===== src/rtl/alt_defs.svh =====
// Constants for the analog level trigger detector.
// Assumes inclusion by bare name from the design files.
`ifndef ALT_DEFS_SVH
`define ALT_DEFS_SVH

// ------------------------------------------------------------
// Mode encodings
// ------------------------------------------------------------
`define ALT_MODE_BELOW    3'h0
`define ALT_MODE_ABOVE    3'h1
`define ALT_MODE_HYS_RISE 3'h2
`define ALT_MODE_HYS_FALL 3'h3
`define ALT_MODE_WIN_IN   3'h4
`define ALT_MODE_WIN_OUT  3'h5

// ------------------------------------------------------------
// Source select encodings
// ------------------------------------------------------------
`define ALT_SRC_PIN0 2'h0
`define ALT_SRC_PIN1 2'h1
`define ALT_SRC_CHAN 2'h2

// ------------------------------------------------------------
// Gain shift limit and reset values
// ------------------------------------------------------------
`define ALT_GAIN_SHIFT_MAX 3'h7
`define ALT_FLAG_CLEAR     1'b0

`endif


===== src/rtl/alt_pkg.sv =====
// Types shared by the analog level trigger design.
// Assumes alt_defs.svh supplies the numeric encodings.
package alt_pkg;

  // ------------------------------------------------------------
  // Detector state: one-hot
  // ------------------------------------------------------------
  typedef enum logic [2:0]
  {
    ALT_ST_IDLE  = 3'b001,
    ALT_ST_ARMED = 3'b010,
    ALT_ST_FIRED = 3'b100
  } alt_state_t;

endpackage


===== src/rtl/alt_gain_stage.sv =====
// Programmable gain stage placed ahead of the comparator.
// Assumes a signed two's complement sample; gain is a power of two, saturating.
`timescale 1ns/1ps
`include "alt_defs.svh"

module alt_gain_stage
#(
  parameter int W = 16
)
(
  input  wire logic         sys_clk_i,
  input  wire logic         reset_i,
  input  wire logic [W-1:0] sample_i,
  input  wire logic         valid_i,
  input  wire logic [2:0]   gain_shift_i,
  output logic      [W-1:0] sample_o,
  output logic              valid_o
);

  // ------------------------------------------------------------
  // State
  // ------------------------------------------------------------
  typedef struct packed
  {
    logic [W-1:0] data;
    logic         vld;
  } alt_gain_state_t;

  alt_gain_state_t st_reg;
  alt_gain_state_t st_next;

  // Saturating shift: clipping beats wrap-around, which would fake a crossing
  function automatic logic [W-1:0] sat_shift(input logic [W-1:0] x, input logic [2:0] sh);
    logic signed [W+7:0] wide;
    logic signed [W+7:0] maxv;
    logic signed [W+7:0] minv;
    wide = (W+8)'($signed(x)) <<< sh;
    maxv = (W+8)'({1'b0, {(W-1){1'b1}}});
    minv = -maxv - (W+8)'(1);
    if (wide > maxv)
      sat_shift = maxv[W-1:0];
    else if (wide < minv)
      sat_shift = minv[W-1:0];
    else
      sat_shift = wide[W-1:0];
  endfunction

  // ------------------------------------------------------------
  // Next state
  // ------------------------------------------------------------
  always_comb
  begin
    st_next      = st_reg;
    st_next.vld  = valid_i;
    if (valid_i)
      st_next.data = sat_shift(sample_i, gain_shift_i); // [RQ13]
  end

  // Register the state
  always_ff @(posedge sys_clk_i or posedge reset_i)
  begin
    if (reset_i)
      st_reg <= '0;
    else
      st_reg <= st_next;
  end

  assign sample_o = st_reg.data;
  assign valid_o  = st_reg.vld;

endmodule


===== src/rtl/alt_trigger.sv =====
// Analog level trigger detector: level, hysteresis and window modes.
// Assumes digitized samples arrive synchronous to sys_clk_i with a valid strobe.
//
// Summary of operation
// RQ1 - Below-level mode fires while source is strictly under the level.
// RQ2 - Above-level mode fires while source is strictly over the level.
// RQ3 - Rising hysteresis: upper threshold is level, lower is level minus hysteresis.
// RQ4 - Rising hysteresis fires after source went under lower, then over upper.
// RQ5 - Rising hysteresis event holds until source falls back under lower threshold.
// RQ6 - Falling hysteresis: lower threshold is level, upper is level plus hysteresis.
// RQ7 - Falling hysteresis fires after source went over upper, then under lower.
// RQ8 - Falling hysteresis event holds until source rises back over upper threshold.
// RQ9 - The one output is the comparison event signal; the code also drives armed_o.
// RQ10 - Window mode fires on entering, or as configured leaving, the band.
// RQ11 - The band has separately programmable top and bottom limits.
// RQ12 - Comparison uses programmable references updated when level or limits are written.
// RQ13 - Pin sources compare without gain; channel sources go through the amplifier.
// RQ14 - Source selects one of two trigger pins or an input channel.
// RQ15 - Each new sample is evaluated on the clock edge; arming state is registered.
// RQ16 - Reset or a mode or threshold change clears event and arming state.
`timescale 1ns/1ps
`include "alt_defs.svh"

module alt_trigger
  import alt_pkg::*;
#(
  parameter int W = 16
)
(
  input  wire logic         sys_clk_i,
  input  wire logic         reset_i,
  input  wire logic [W-1:0] analog_trigger_pin0_i,
  input  wire logic [W-1:0] analog_trigger_pin1_i,
  input  wire logic         pin_valid_i,
  input  wire logic [W-1:0] chan_sample_i,
  input  wire logic         chan_valid_i,
  input  wire logic [2:0]   amp_gain_shift_i,
  input  wire logic [1:0]   source_sel_i,
  input  wire logic [2:0]   mode_i,
  input  wire logic [W-1:0] level_i,
  input  wire logic [W-1:0] hysteresis_i,
  input  wire logic [W-1:0] window_top_i,
  input  wire logic [W-1:0] window_bottom_i,
  input  wire logic         ref_write_i,
  output logic              comparison_event_o,
  output logic              armed_o
);

  // ------------------------------------------------------------
  // State
  // ------------------------------------------------------------
  typedef struct packed
  {
    alt_state_t   fsm;
    logic         evt;
    logic         prev_in;
    logic         prev_ok;
    logic [2:0]   mode;
    logic [1:0]   src;
    logic [W-1:0] lvl;
    logic [W-1:0] hys;
    logic [W-1:0] top;
    logic [W-1:0] bot;
  } alt_core_state_t;

  alt_core_state_t st_reg;
  alt_core_state_t st_next;

  logic [W-1:0] amp_sample;
  logic         amp_valid;
  logic [W-1:0] src_sample;
  logic         src_valid;

  // ------------------------------------------------------------
  // Amplifier on the channel path only
  // ------------------------------------------------------------
  alt_gain_stage
  #(
    .W (W)
  )
  u_programmable_gain_amp
  (
    .sys_clk_i    (sys_clk_i),
    .reset_i      (reset_i),
    .sample_i     (chan_sample_i),
    .valid_i      (chan_valid_i),
    .gain_shift_i (amp_gain_shift_i),
    .sample_o     (amp_sample),
    .valid_o      (amp_valid)
  );

  // Saturating signed add/sub keeps thresholds from wrapping past full scale
  function automatic logic [W-1:0] sat_addsub(input logic [W-1:0] a,
                                              input logic [W-1:0] b,
                                              input logic sub);
    logic signed [W:0] r;
    logic signed [W:0] maxv;
    logic signed [W:0] minv;
    r    = sub ? ((W+1)'($signed(a)) - (W+1)'($signed(b)))
               : ((W+1)'($signed(a)) + (W+1)'($signed(b)));
    maxv = (W+1)'({1'b0, {(W-1){1'b1}}});
    minv = -maxv - (W+1)'(1);
    if (r > maxv)
      sat_addsub = maxv[W-1:0];
    else if (r < minv)
      sat_addsub = minv[W-1:0];
    else
      sat_addsub = r[W-1:0];
  endfunction

  // Strict signed less-than, shared by every comparison
  function automatic logic s_lt(input logic [W-1:0] a, input logic [W-1:0] b);
    s_lt = $signed(a) < $signed(b);
  endfunction

  // ------------------------------------------------------------
  // Source selection
  // ------------------------------------------------------------
  always_comb
  begin
    src_sample = analog_trigger_pin0_i;
    src_valid  = pin_valid_i;
    unique case (st_reg.src)
      `ALT_SRC_PIN0:
      begin
        src_sample = analog_trigger_pin0_i; // [RQ14] [RQ13]
        src_valid  = pin_valid_i;
      end
      `ALT_SRC_PIN1:
      begin
        src_sample = analog_trigger_pin1_i; // [RQ14] [RQ13]
        src_valid  = pin_valid_i;
      end
      default:
      begin
        src_sample = amp_sample;            // [RQ14] [RQ13]
        src_valid  = amp_valid;
      end
    endcase
  end

  // ------------------------------------------------------------
  // Detection
  // ------------------------------------------------------------
  // Thresholds come from latched references so a half-written set never steers
  always_comb
  begin
    logic [W-1:0] hi;
    logic [W-1:0] lo;
    logic         in_band;
    logic         cfg_change;
    hi         = st_reg.lvl;
    lo         = st_reg.lvl;
    in_band    = 1'b0;
    cfg_change = 1'b0;
    st_next    = st_reg;

    // Reference update on write; a write or a mode or source change restarts detection
    cfg_change = (mode_i != st_reg.mode) || (source_sel_i != st_reg.src);
    if (ref_write_i)
    begin
      st_next.lvl = level_i;                 // [RQ12]
      st_next.hys = hysteresis_i;
      st_next.top = window_top_i;            // [RQ11]
      st_next.bot = window_bottom_i;         // [RQ11]
      cfg_change  = 1'b1;
    end
    st_next.mode = mode_i;
    st_next.src  = source_sel_i;

    if (st_reg.mode == `ALT_MODE_HYS_RISE)
      lo = sat_addsub(st_reg.lvl, st_reg.hys, 1'b1); // [RQ3]
    if (st_reg.mode == `ALT_MODE_HYS_FALL)
      hi = sat_addsub(st_reg.lvl, st_reg.hys, 1'b0); // [RQ6]
    in_band = !s_lt(src_sample, st_reg.bot) && !s_lt(st_reg.top, src_sample);

    if (cfg_change)
    begin
      st_next.fsm     = ALT_ST_IDLE;         // [RQ16]
      st_next.evt     = `ALT_FLAG_CLEAR;
      st_next.prev_ok = `ALT_FLAG_CLEAR;
    end
    else if (src_valid)                      // [RQ15]
    begin
      st_next.prev_in = in_band;
      st_next.prev_ok = 1'b1;
      unique case (st_reg.mode)
        `ALT_MODE_BELOW:
          st_next.evt = s_lt(src_sample, st_reg.lvl);   // [RQ1]
        `ALT_MODE_ABOVE:
          st_next.evt = s_lt(st_reg.lvl, src_sample);   // [RQ2]
        `ALT_MODE_HYS_RISE:
        begin
          unique case (st_reg.fsm)
            ALT_ST_IDLE:
              if (s_lt(src_sample, lo))
                st_next.fsm = ALT_ST_ARMED;             // [RQ4]
            ALT_ST_ARMED:
              if (s_lt(hi, src_sample))
                st_next.fsm = ALT_ST_FIRED;             // [RQ4]
            default:
              if (s_lt(src_sample, lo))
                st_next.fsm = ALT_ST_ARMED;             // [RQ5]
          endcase
          st_next.evt = (st_next.fsm == ALT_ST_FIRED);
        end
        `ALT_MODE_HYS_FALL:
        begin
          unique case (st_reg.fsm)
            ALT_ST_IDLE:
              if (s_lt(hi, src_sample))
                st_next.fsm = ALT_ST_ARMED;             // [RQ7]
            ALT_ST_ARMED:
              if (s_lt(src_sample, lo))
                st_next.fsm = ALT_ST_FIRED;             // [RQ7]
            default:
              if (s_lt(hi, src_sample))
                st_next.fsm = ALT_ST_ARMED;             // [RQ8]
          endcase
          st_next.evt = (st_next.fsm == ALT_ST_FIRED);
        end
        `ALT_MODE_WIN_IN:
          // One-sample pulse on the crossing into the band
          st_next.evt = st_reg.prev_ok && !st_reg.prev_in && in_band;  // [RQ10]
        `ALT_MODE_WIN_OUT:
          st_next.evt = st_reg.prev_ok && st_reg.prev_in && !in_band;  // [RQ10]
        default:
          st_next.evt = `ALT_FLAG_CLEAR;
      endcase
    end
    else if (st_reg.mode == `ALT_MODE_WIN_IN || st_reg.mode == `ALT_MODE_WIN_OUT)
      st_next.evt = `ALT_FLAG_CLEAR;         // Crossing pulse lasts one cycle
  end

  // Register the state
  always_ff @(posedge sys_clk_i or posedge reset_i)
  begin
    if (reset_i)
    begin
      st_reg      <= '0;
      st_reg.fsm  <= ALT_ST_IDLE;            // [RQ16]
    end
    else
      st_reg <= st_next;
  end

  assign comparison_event_o = st_reg.evt;    // [RQ9]
  assign armed_o            = (st_reg.fsm == ALT_ST_ARMED);

endmodule


===== config.mk =====
export PLATFORM = sky130hd
export DESIGN_NAME = alt_trigger
export DESIGN_NICKNAME = d
export VERILOG_FILES = /design/src/rtl/alt_pkg.sv /design/src/rtl/alt_gain_stage.sv /design/src/rtl/alt_trigger.sv
export VERILOG_INCLUDE_DIRS = /design/src /design/src/rtl
export SDC_FILE = /design/constraint.sdc
export NUM_CORES = 1
export LEC_CHECK = 0
export ABC_AREA = 1
export BUFFER_PORTS_ARGS = -buffer_cell sky130_fd_sc_hd__buf_2
export CELL_PAD_IN_SITES_DETAIL_PLACEMENT = 1
export CELL_PAD_IN_SITES_GLOBAL_PLACEMENT = 2
export CORE_ASPECT_RATIO = 1.4
export CORE_MARGIN = 2
export CORE_UTILIZATION = 33
export DETAILED_ROUTE_END_ITERATION = 16
export PLACE_DENSITY = 0.82
export SYNTH_ARGS = -nofsm -noshare
export SYNTH_HDL_FRONTEND = slang
export SYNTH_HIERARCHICAL = 1
export SYNTH_SLANG_ARGS = --single-unit

===== constraint.sdc =====
create_clock -name sys_clk_i -period 4.5 [get_ports sys_clk_i]
set_clock_uncertainty 0.1 [all_clocks]
set_input_delay 0.9 -clock sys_clk_i [delete_from_list [all_inputs] [get_ports sys_clk_i]]
set_output_delay 0.9 -clock sys_clk_i [all_outputs]
set_load 0.005 [all_outputs]

# Word-level counts from Yosys, hierarchy flattened
# Cells that the tools add are included.
[classes] eq_ne=11 shifts=1 order_cmp=12 muxes=31 bitwise=1 n_reduce_logical=19 n_addsub=2
[ops] operator="$mux 16" n=8
[ops] operator="$lt 16x16->1" n=6
[ops] operator="$mux 3" n=13
[ops] operator="$gt 17x16->1 const B" n=2
[ops] operator="$lt 17x16->1 const B" n=2
[ops] operator="$pmux 16 s2" n=1
[ops] operator="$gt 24x16->1 const B" n=1
[ops] operator="$lt 24x16->1 const B" n=1
[ops] operator="$sshl 16x3->24" n=1
[ops] operator="$add 16x16->17" n=1
[ops] operator="$sub 16x16->17" n=1
[ops] operator="$eq 3x3->1 const B" n=4
[ops] operator="$eq 3x2->1 const B" n=3
[ops] operator="$mux 1" n=6
[ops] operator="$pmux 1 s6" n=1
[ops] operator="$pmux 3 s2" n=1
[ops] operator="$reduce_bool 3->1" n=2
[ops] operator="$logic_and 1x1->1" n=5
[ops] operator="$logic_not 1->1" n=4
[ops] operator="$mux 4" n=1
[ops] operator="$reduce_and 2->1" n=2
[ops] operator="$eq 3x1->1 const B" n=1
[ops] operator="$logic_not 3->1" n=1
[ops] operator="$ne 3x3->1" n=1
[ops] operator="7 further kinds" n=8
[word_totals] out_inout_bits=2 reg_bits=92

# Depth between registers and ports, before layout
[depth] ltp_word=15 mapped_depth=37 ltp_nobuf=36

# Hierarchy
# The synthesis kept the hierarchy.
[modules_own_cells] module="alt_trigger" area_per_inst_um2=7235.7 cells_each=1029 n_inst=1
[modules_own_cells] module="alt_gain_stage" area_per_inst_um2=1520.2 cells_each=220 n_inst=1

# Worst setup path after synthesis
# No wires, ideal clock.
[synth_timing] kind="reg2reg" startpoint="reg st_reg[48] (netlist bit)" endpoint="reg st_reg (netlist bit comparison_event_o)" setup_slack_ns=0.600 t_required_ns=4.335 period_less_slack_ns=3.900 path_stages_with_launch=35 arrival_ns=3.734 path_cell_list="dfrtp_1 -> inv_1 -> ha_1 -> fa_1 -> inv_1 -> nand3_1 -> nand2_1 -> nand2_1 -> nand2_2 -> nand2_2 -> nand2_1 -> nand2_1 -> nand2_1 -> nand2_1 -> inv_1 -> clkbuf_1 -> o21ai_0 -> o21ai_0 -> ha_1 -> a21oi_1 -> o21ai_0 -> a211o_1 -> a21oi_1 -> nand2_1 -> nand2_1 -> nand3_1 -> nand2_1 -> inv_1 -> nand2_1 -> nand2_2 -> nor2_2 -> nand2_1 -> nand2_1 -> nand2_1 -> nand2_1"
[synth_via] elab_chain_cells=15 elab_cells_between_ends=33
[synth_rtl] element="from (decl)" line="alt_trigger.sv:66" text="alt_core_state_t st_reg;"
[synth_rtl] element="from (signal assigned)" line="alt_trigger.sv:244" text="st_reg <= st_next;"
[synth_rtl] element="$add 16x16->17 or $sub 16x16->17 (tied branches)"
[synth_rtl] element="$lt 17x16->1" line="alt_trigger.sv:105" text="else if (r < minv)"
[synth_rtl] element="$mux 16" line="alt_trigger.sv:105"
[synth_rtl] element="$mux 16" line="alt_trigger.sv:103" text="if (r > maxv)"
[synth_rtl] element="$mux 16 (on tied branches)" line="alt_trigger.sv:173, alt_trigger.sv:171"
[synth_rtl] element="$lt 16x16->1" line="alt_trigger.sv:113" text="s_lt = $signed(a) < $signed(b);"
[synth_rtl] element="$mux 3 (on tied branches)"
[synth_rtl] element="$mux 3"
[synth_rtl] element="$mux 3" line="alt_trigger.sv:187" text="unique case (st_reg.mode)"
[synth_rtl] element="$mux 3" line="alt_trigger.sv:183" text="else if (src_valid)"
[synth_rtl] element="$mux 3" line="alt_trigger.sv:177" text="if (cfg_change)"
[synth_rtl] element="$eq 3x3->1 (on tied branches)" line="alt_trigger.sv:220, alt_trigger.sv:205"
[synth_rtl] element="$pmux 1 s6 *" line="alt_trigger.sv:187"
[synth_rtl] element="$mux 1 *" line="alt_trigger.sv:183"
[synth_rtl] element="$mux 4 *" line="alt_trigger.sv:177"
# Every way passes the cells marked *; elsewhere a longest branch is shown, timed or not. The select of a mux whose other input is x is not followed.
# A chain may end at the register's enable or synchronous reset.

# Worst setup path after layout
[layout_timing] startpoint="reg st_reg[33] (netlist bit)" endpoint="reg st_reg (netlist bit comparison_event_o)"
# Same word-level chain as after synthesis.

==> impl_metrics.env <==
export IMPL_place_congestion=0.844
export IMPL_period_share_pct=92.3
export IMPL_ys_seq_elements=92
export IMPL_finalPower_w=0.00311
export IMPL_numPortBuffers=126
export IMPL_status="finished clean"
export IMPL_grt_pass1_vias=9436
export IMPL_critPathSlowestCell="dfrtp_1"
export IMPL_worst_slack_ns=0.349
export IMPL_final_max_slew_viol_count=0
export IMPL_design_die_area_mm2=0.0279
export IMPL_synth_top_family_by_area="simple AND/OR/NAND/NOR gates"
export IMPL_async_flop_share_pct=100
export IMPL_io_pins=127
export IMPL_syn_inst=1249
export IMPL_hold_violations=0
export IMPL_postCtsHoldBufs=0
export IMPL_synth_xor_area_share_pct=2.40
export IMPL_rr_startpoint="st_reg[33]"
export IMPL_fp_coreArea_mm2=0.0261
export IMPL_multi_input_area_mm2=0.00571
export IMPL_startpoint_type="register"
export IMPL_irDropWorstVdd_mv=0.141
export IMPL_die_y_um=197
export IMPL_path_clk_slew_ns=0.07
export IMPL_routed_via_density=5.03
export IMPL_timing_fmax_mhz=241
export IMPL_setup_violations=0
export IMPL_ys_seq_area_share_pct=26.3
export IMPL_yosys_area_share_adder_pct=15.9
export IMPL_cts_tree="built"
export IMPL_start_util_pct=33.5
export IMPL_post_place_ws_ns=-0.00889
export IMPL_use_met2_pct=41.6
export IMPL_drtAntennaViolNets=0
export IMPL_max_cap_viol_count=0
export IMPL_netlist_area_mm2=0.00876
export IMPL_cp_required_ns=4.70
export IMPL_grt_pass1_wl_mm=46.9
export IMPL_top_usage_layer="met2"
export IMPL_worst_slew_pin_slew_ns=1.04
export IMPL_fin_crit_ns=4.15
export IMPL_remaining_drc_errors=0
export IMPL_grt_ovfl_total=0
export IMPL_detailed_place_hpwl_mm=24.0
export IMPL_synth_simple_gate_area_share_pct=26.8
export IMPL_largest_reg_flops=74
export IMPL_die_width_um=142
export IMPL_first_iter_violations=277
export IMPL_relSlewSlack_pct=30.5
export IMPL_cts_max_level=3
export IMPL_regArea_mm2=0.00230
export IMPL_grt_max_degree=58
export IMPL_wire_per_inst_um=16.7
export IMPL_synth_area_mux_share_pct=0.572
export IMPL_cts_buffers=9
export IMPL_power_density_mw_per_mm2=299
export IMPL_area_growth_pct=18.7
export IMPL_drtPass1Iterations=4
export IMPL_fin_hold_ws_ns=0.385
export IMPL_cp_max_fo=14
export IMPL_grt_util_met3_pct=3.11
export IMPL_fillers=3385
export IMPL_place_inst=1703
export IMPL_fin_nets=1632
export IMPL_synth_compound_area_share_pct=18.2
export IMPL_grt_use_total_pct=21.2
export IMPL_worst_hold_path_type="reg2reg"
export IMPL_crit_type="reg2reg"
export IMPL_routed_wirelength_mm=28.8
export IMPL_crit_path_frequent_cell="nand2_1"
export IMPL_insertion_delay_ns=0.36
export IMPL_num_rows=70
export IMPL_final_cells=1726
export IMPL_syn_num_nets=1484
export IMPL_vias=8685
export IMPL_ys_types=51
export IMPL_worstPathArrival_ns=4.35
export IMPL_syn_area_per_cell_um2=7.01
export IMPL_timing_critical_path_buf_inv=6
export IMPL_min_delay_start="st_reg[0]"
export IMPL_clockRootBuffer="clkbuf_16"
export IMPL_drive_gt1_share_pct=22.7
export IMPL_antenna_cells=0
export IMPL_grt_use_met1_pct=23.4
export IMPL_clk_path_buf_depth=2
export IMPL_synth_edf_count=0
export IMPL_synth_ff_type="dfrtp_1"
export IMPL_cp_slowest_stage_delay_ns=0.36
export IMPL_leakagePower_nw=5.53
export IMPL_cp_end_kind="register"
export IMPL_antenna_found_initial=2
export IMPL_startpoint="st_reg[33]"
export IMPL_crit_family="simple AND/OR/NAND/NOR gates"
export IMPL_yosys_warnings=6
export IMPL_cts_num_sinks=92
[worst reg2reg max path: cells and delay by family (launching register included)]
family          cells  cell delay (ns)
simple gates       18             1.43
compound gates      7             1.17
fa+ha+maj           2             0.60
buf+inv             6             0.45
flops               1             0.36
[routing by layer]
metal / share of wire [%] / vias to the layer above
met5: 0.045 / -
met3: 3.3 / 34
met2: 54 / 129
li1: - / 4381
met1: 40 / 4139
met4: 1.9 / 2
[worst paths after layout]
path | endpoint | slack [ns] | depth (start not counted)
setup / recovery | comparison_event_o | 0.35 | 33
hold / removal | st_reg[0] | 0.38 | 2
setup reg to reg | comparison_event_o | 0.35 | 33
hold reg to reg | st_reg[0] | 0.38 | 2
max in group asynchronous | st_reg[52] | 2.75 | 3
min in group asynchronous | u_programmable_gain_amp/sample_o[13] | 0.55 | 2
[report_power, final]
| group | total, W | switching (W) | internal [W] | leakage, nW |
|---|---|---|---|---|
| Clock | 0.000756 | 0.000362 | 0.000394 | 0.139 |
| Sequential | 0.000941 | 0.0000424 | 0.000899 | 1.10 |
| Combinational | 0.00141 | 0.000861 | 0.000548 | 4.29 |
[synthesized netlist by cell type, types with 2 or more instances]
library cell  number  share of area (%)
a211oi_1           6               0.51
a21o_1             5               0.43
a21oi_1           57                3.3
a21oi_2           14                1.4
a21oi_4            2               0.37
a22oi_1           14                1.2
a31oi_1           12               0.86
buf_1              2              0.086
buf_2              9               0.51
buf_4              4               0.34
buf_6              5               0.64
clkbuf_1          26                1.1
dfrtp_1           91                 26
fa_1               2               0.46
ha_1             108                 15
inv_1            137                5.9
inv_2             16               0.69
mux2i_1            5               0.57
nand2_1          351                 15
nand2_2           27                1.9
nand2_4            2               0.26
nand3_1           55                3.1
nand3_2            8               0.91
nand4_1            8               0.57
nor2_1            79                3.4
nor2_2             3               0.21
nor3_1             9               0.51
nor4_1             2               0.14
o211ai_1           2               0.17
o21a_1            14                1.2
o21ai_0          105                6.0
o21bai_1           5               0.43
o22a_1            11                1.1
o22ai_1           10               0.71
or2_2              5               0.36
xor2_1            23                2.3
[cell families after synthesis]
family / count (synthesis)
xor+xnor: 24
buf+inv: 203
compound gates: 263
simple gates: 552
fa+ha+maj: 110
mux: 5
flops: 92
[per-stage QoR]
stage	instance area, um2	setup TNS, ns	utilization (%)
finish	10400	0	39.8
global route	10400	-0.0651	39.8
floorplan	8760	0	-
CTS	10200	0	39.1
global placement	9930	0	38.0
detailed placement	9930	-0.00889	38.0
[layout by cell type, fill, tap and decap left out, types with 35 or more instances in the layout]
cell,Yosys,routed
nand3_1,55,53
buf_2,9,125
o21ai_0,105,97
inv_1,137,133
nand2_2,27,35
dfrtp_1,91,91
ha_1,108,102
nor2_1,79,79
buf_4,4,58
nand2_1,351,342
a21oi_1,57,51
[what timing repair did]
action                     in CTS  in global routing
pin swaps                       0                 16
setup endpoints to repair       1                  4
resized for setup               1                 46
setup buffers                   0                  7
[layout make-up]
| type | count | share of cell area, % |
|---|---|---|
| Inverter | 155 | 5.73 |
| Multi-Input combinational cell | 954 | 54.9 |
| Sequential cell | 92 | 22.2 |
| Tap cell | 324 | 3.90 |
| Clock inverter | 6 | 0.457 |
| Timing Repair Buffer | 185 | 10.5 |
| Clock buffer | 10 | 2.30 |
Power figures use the tool's default switching activity.
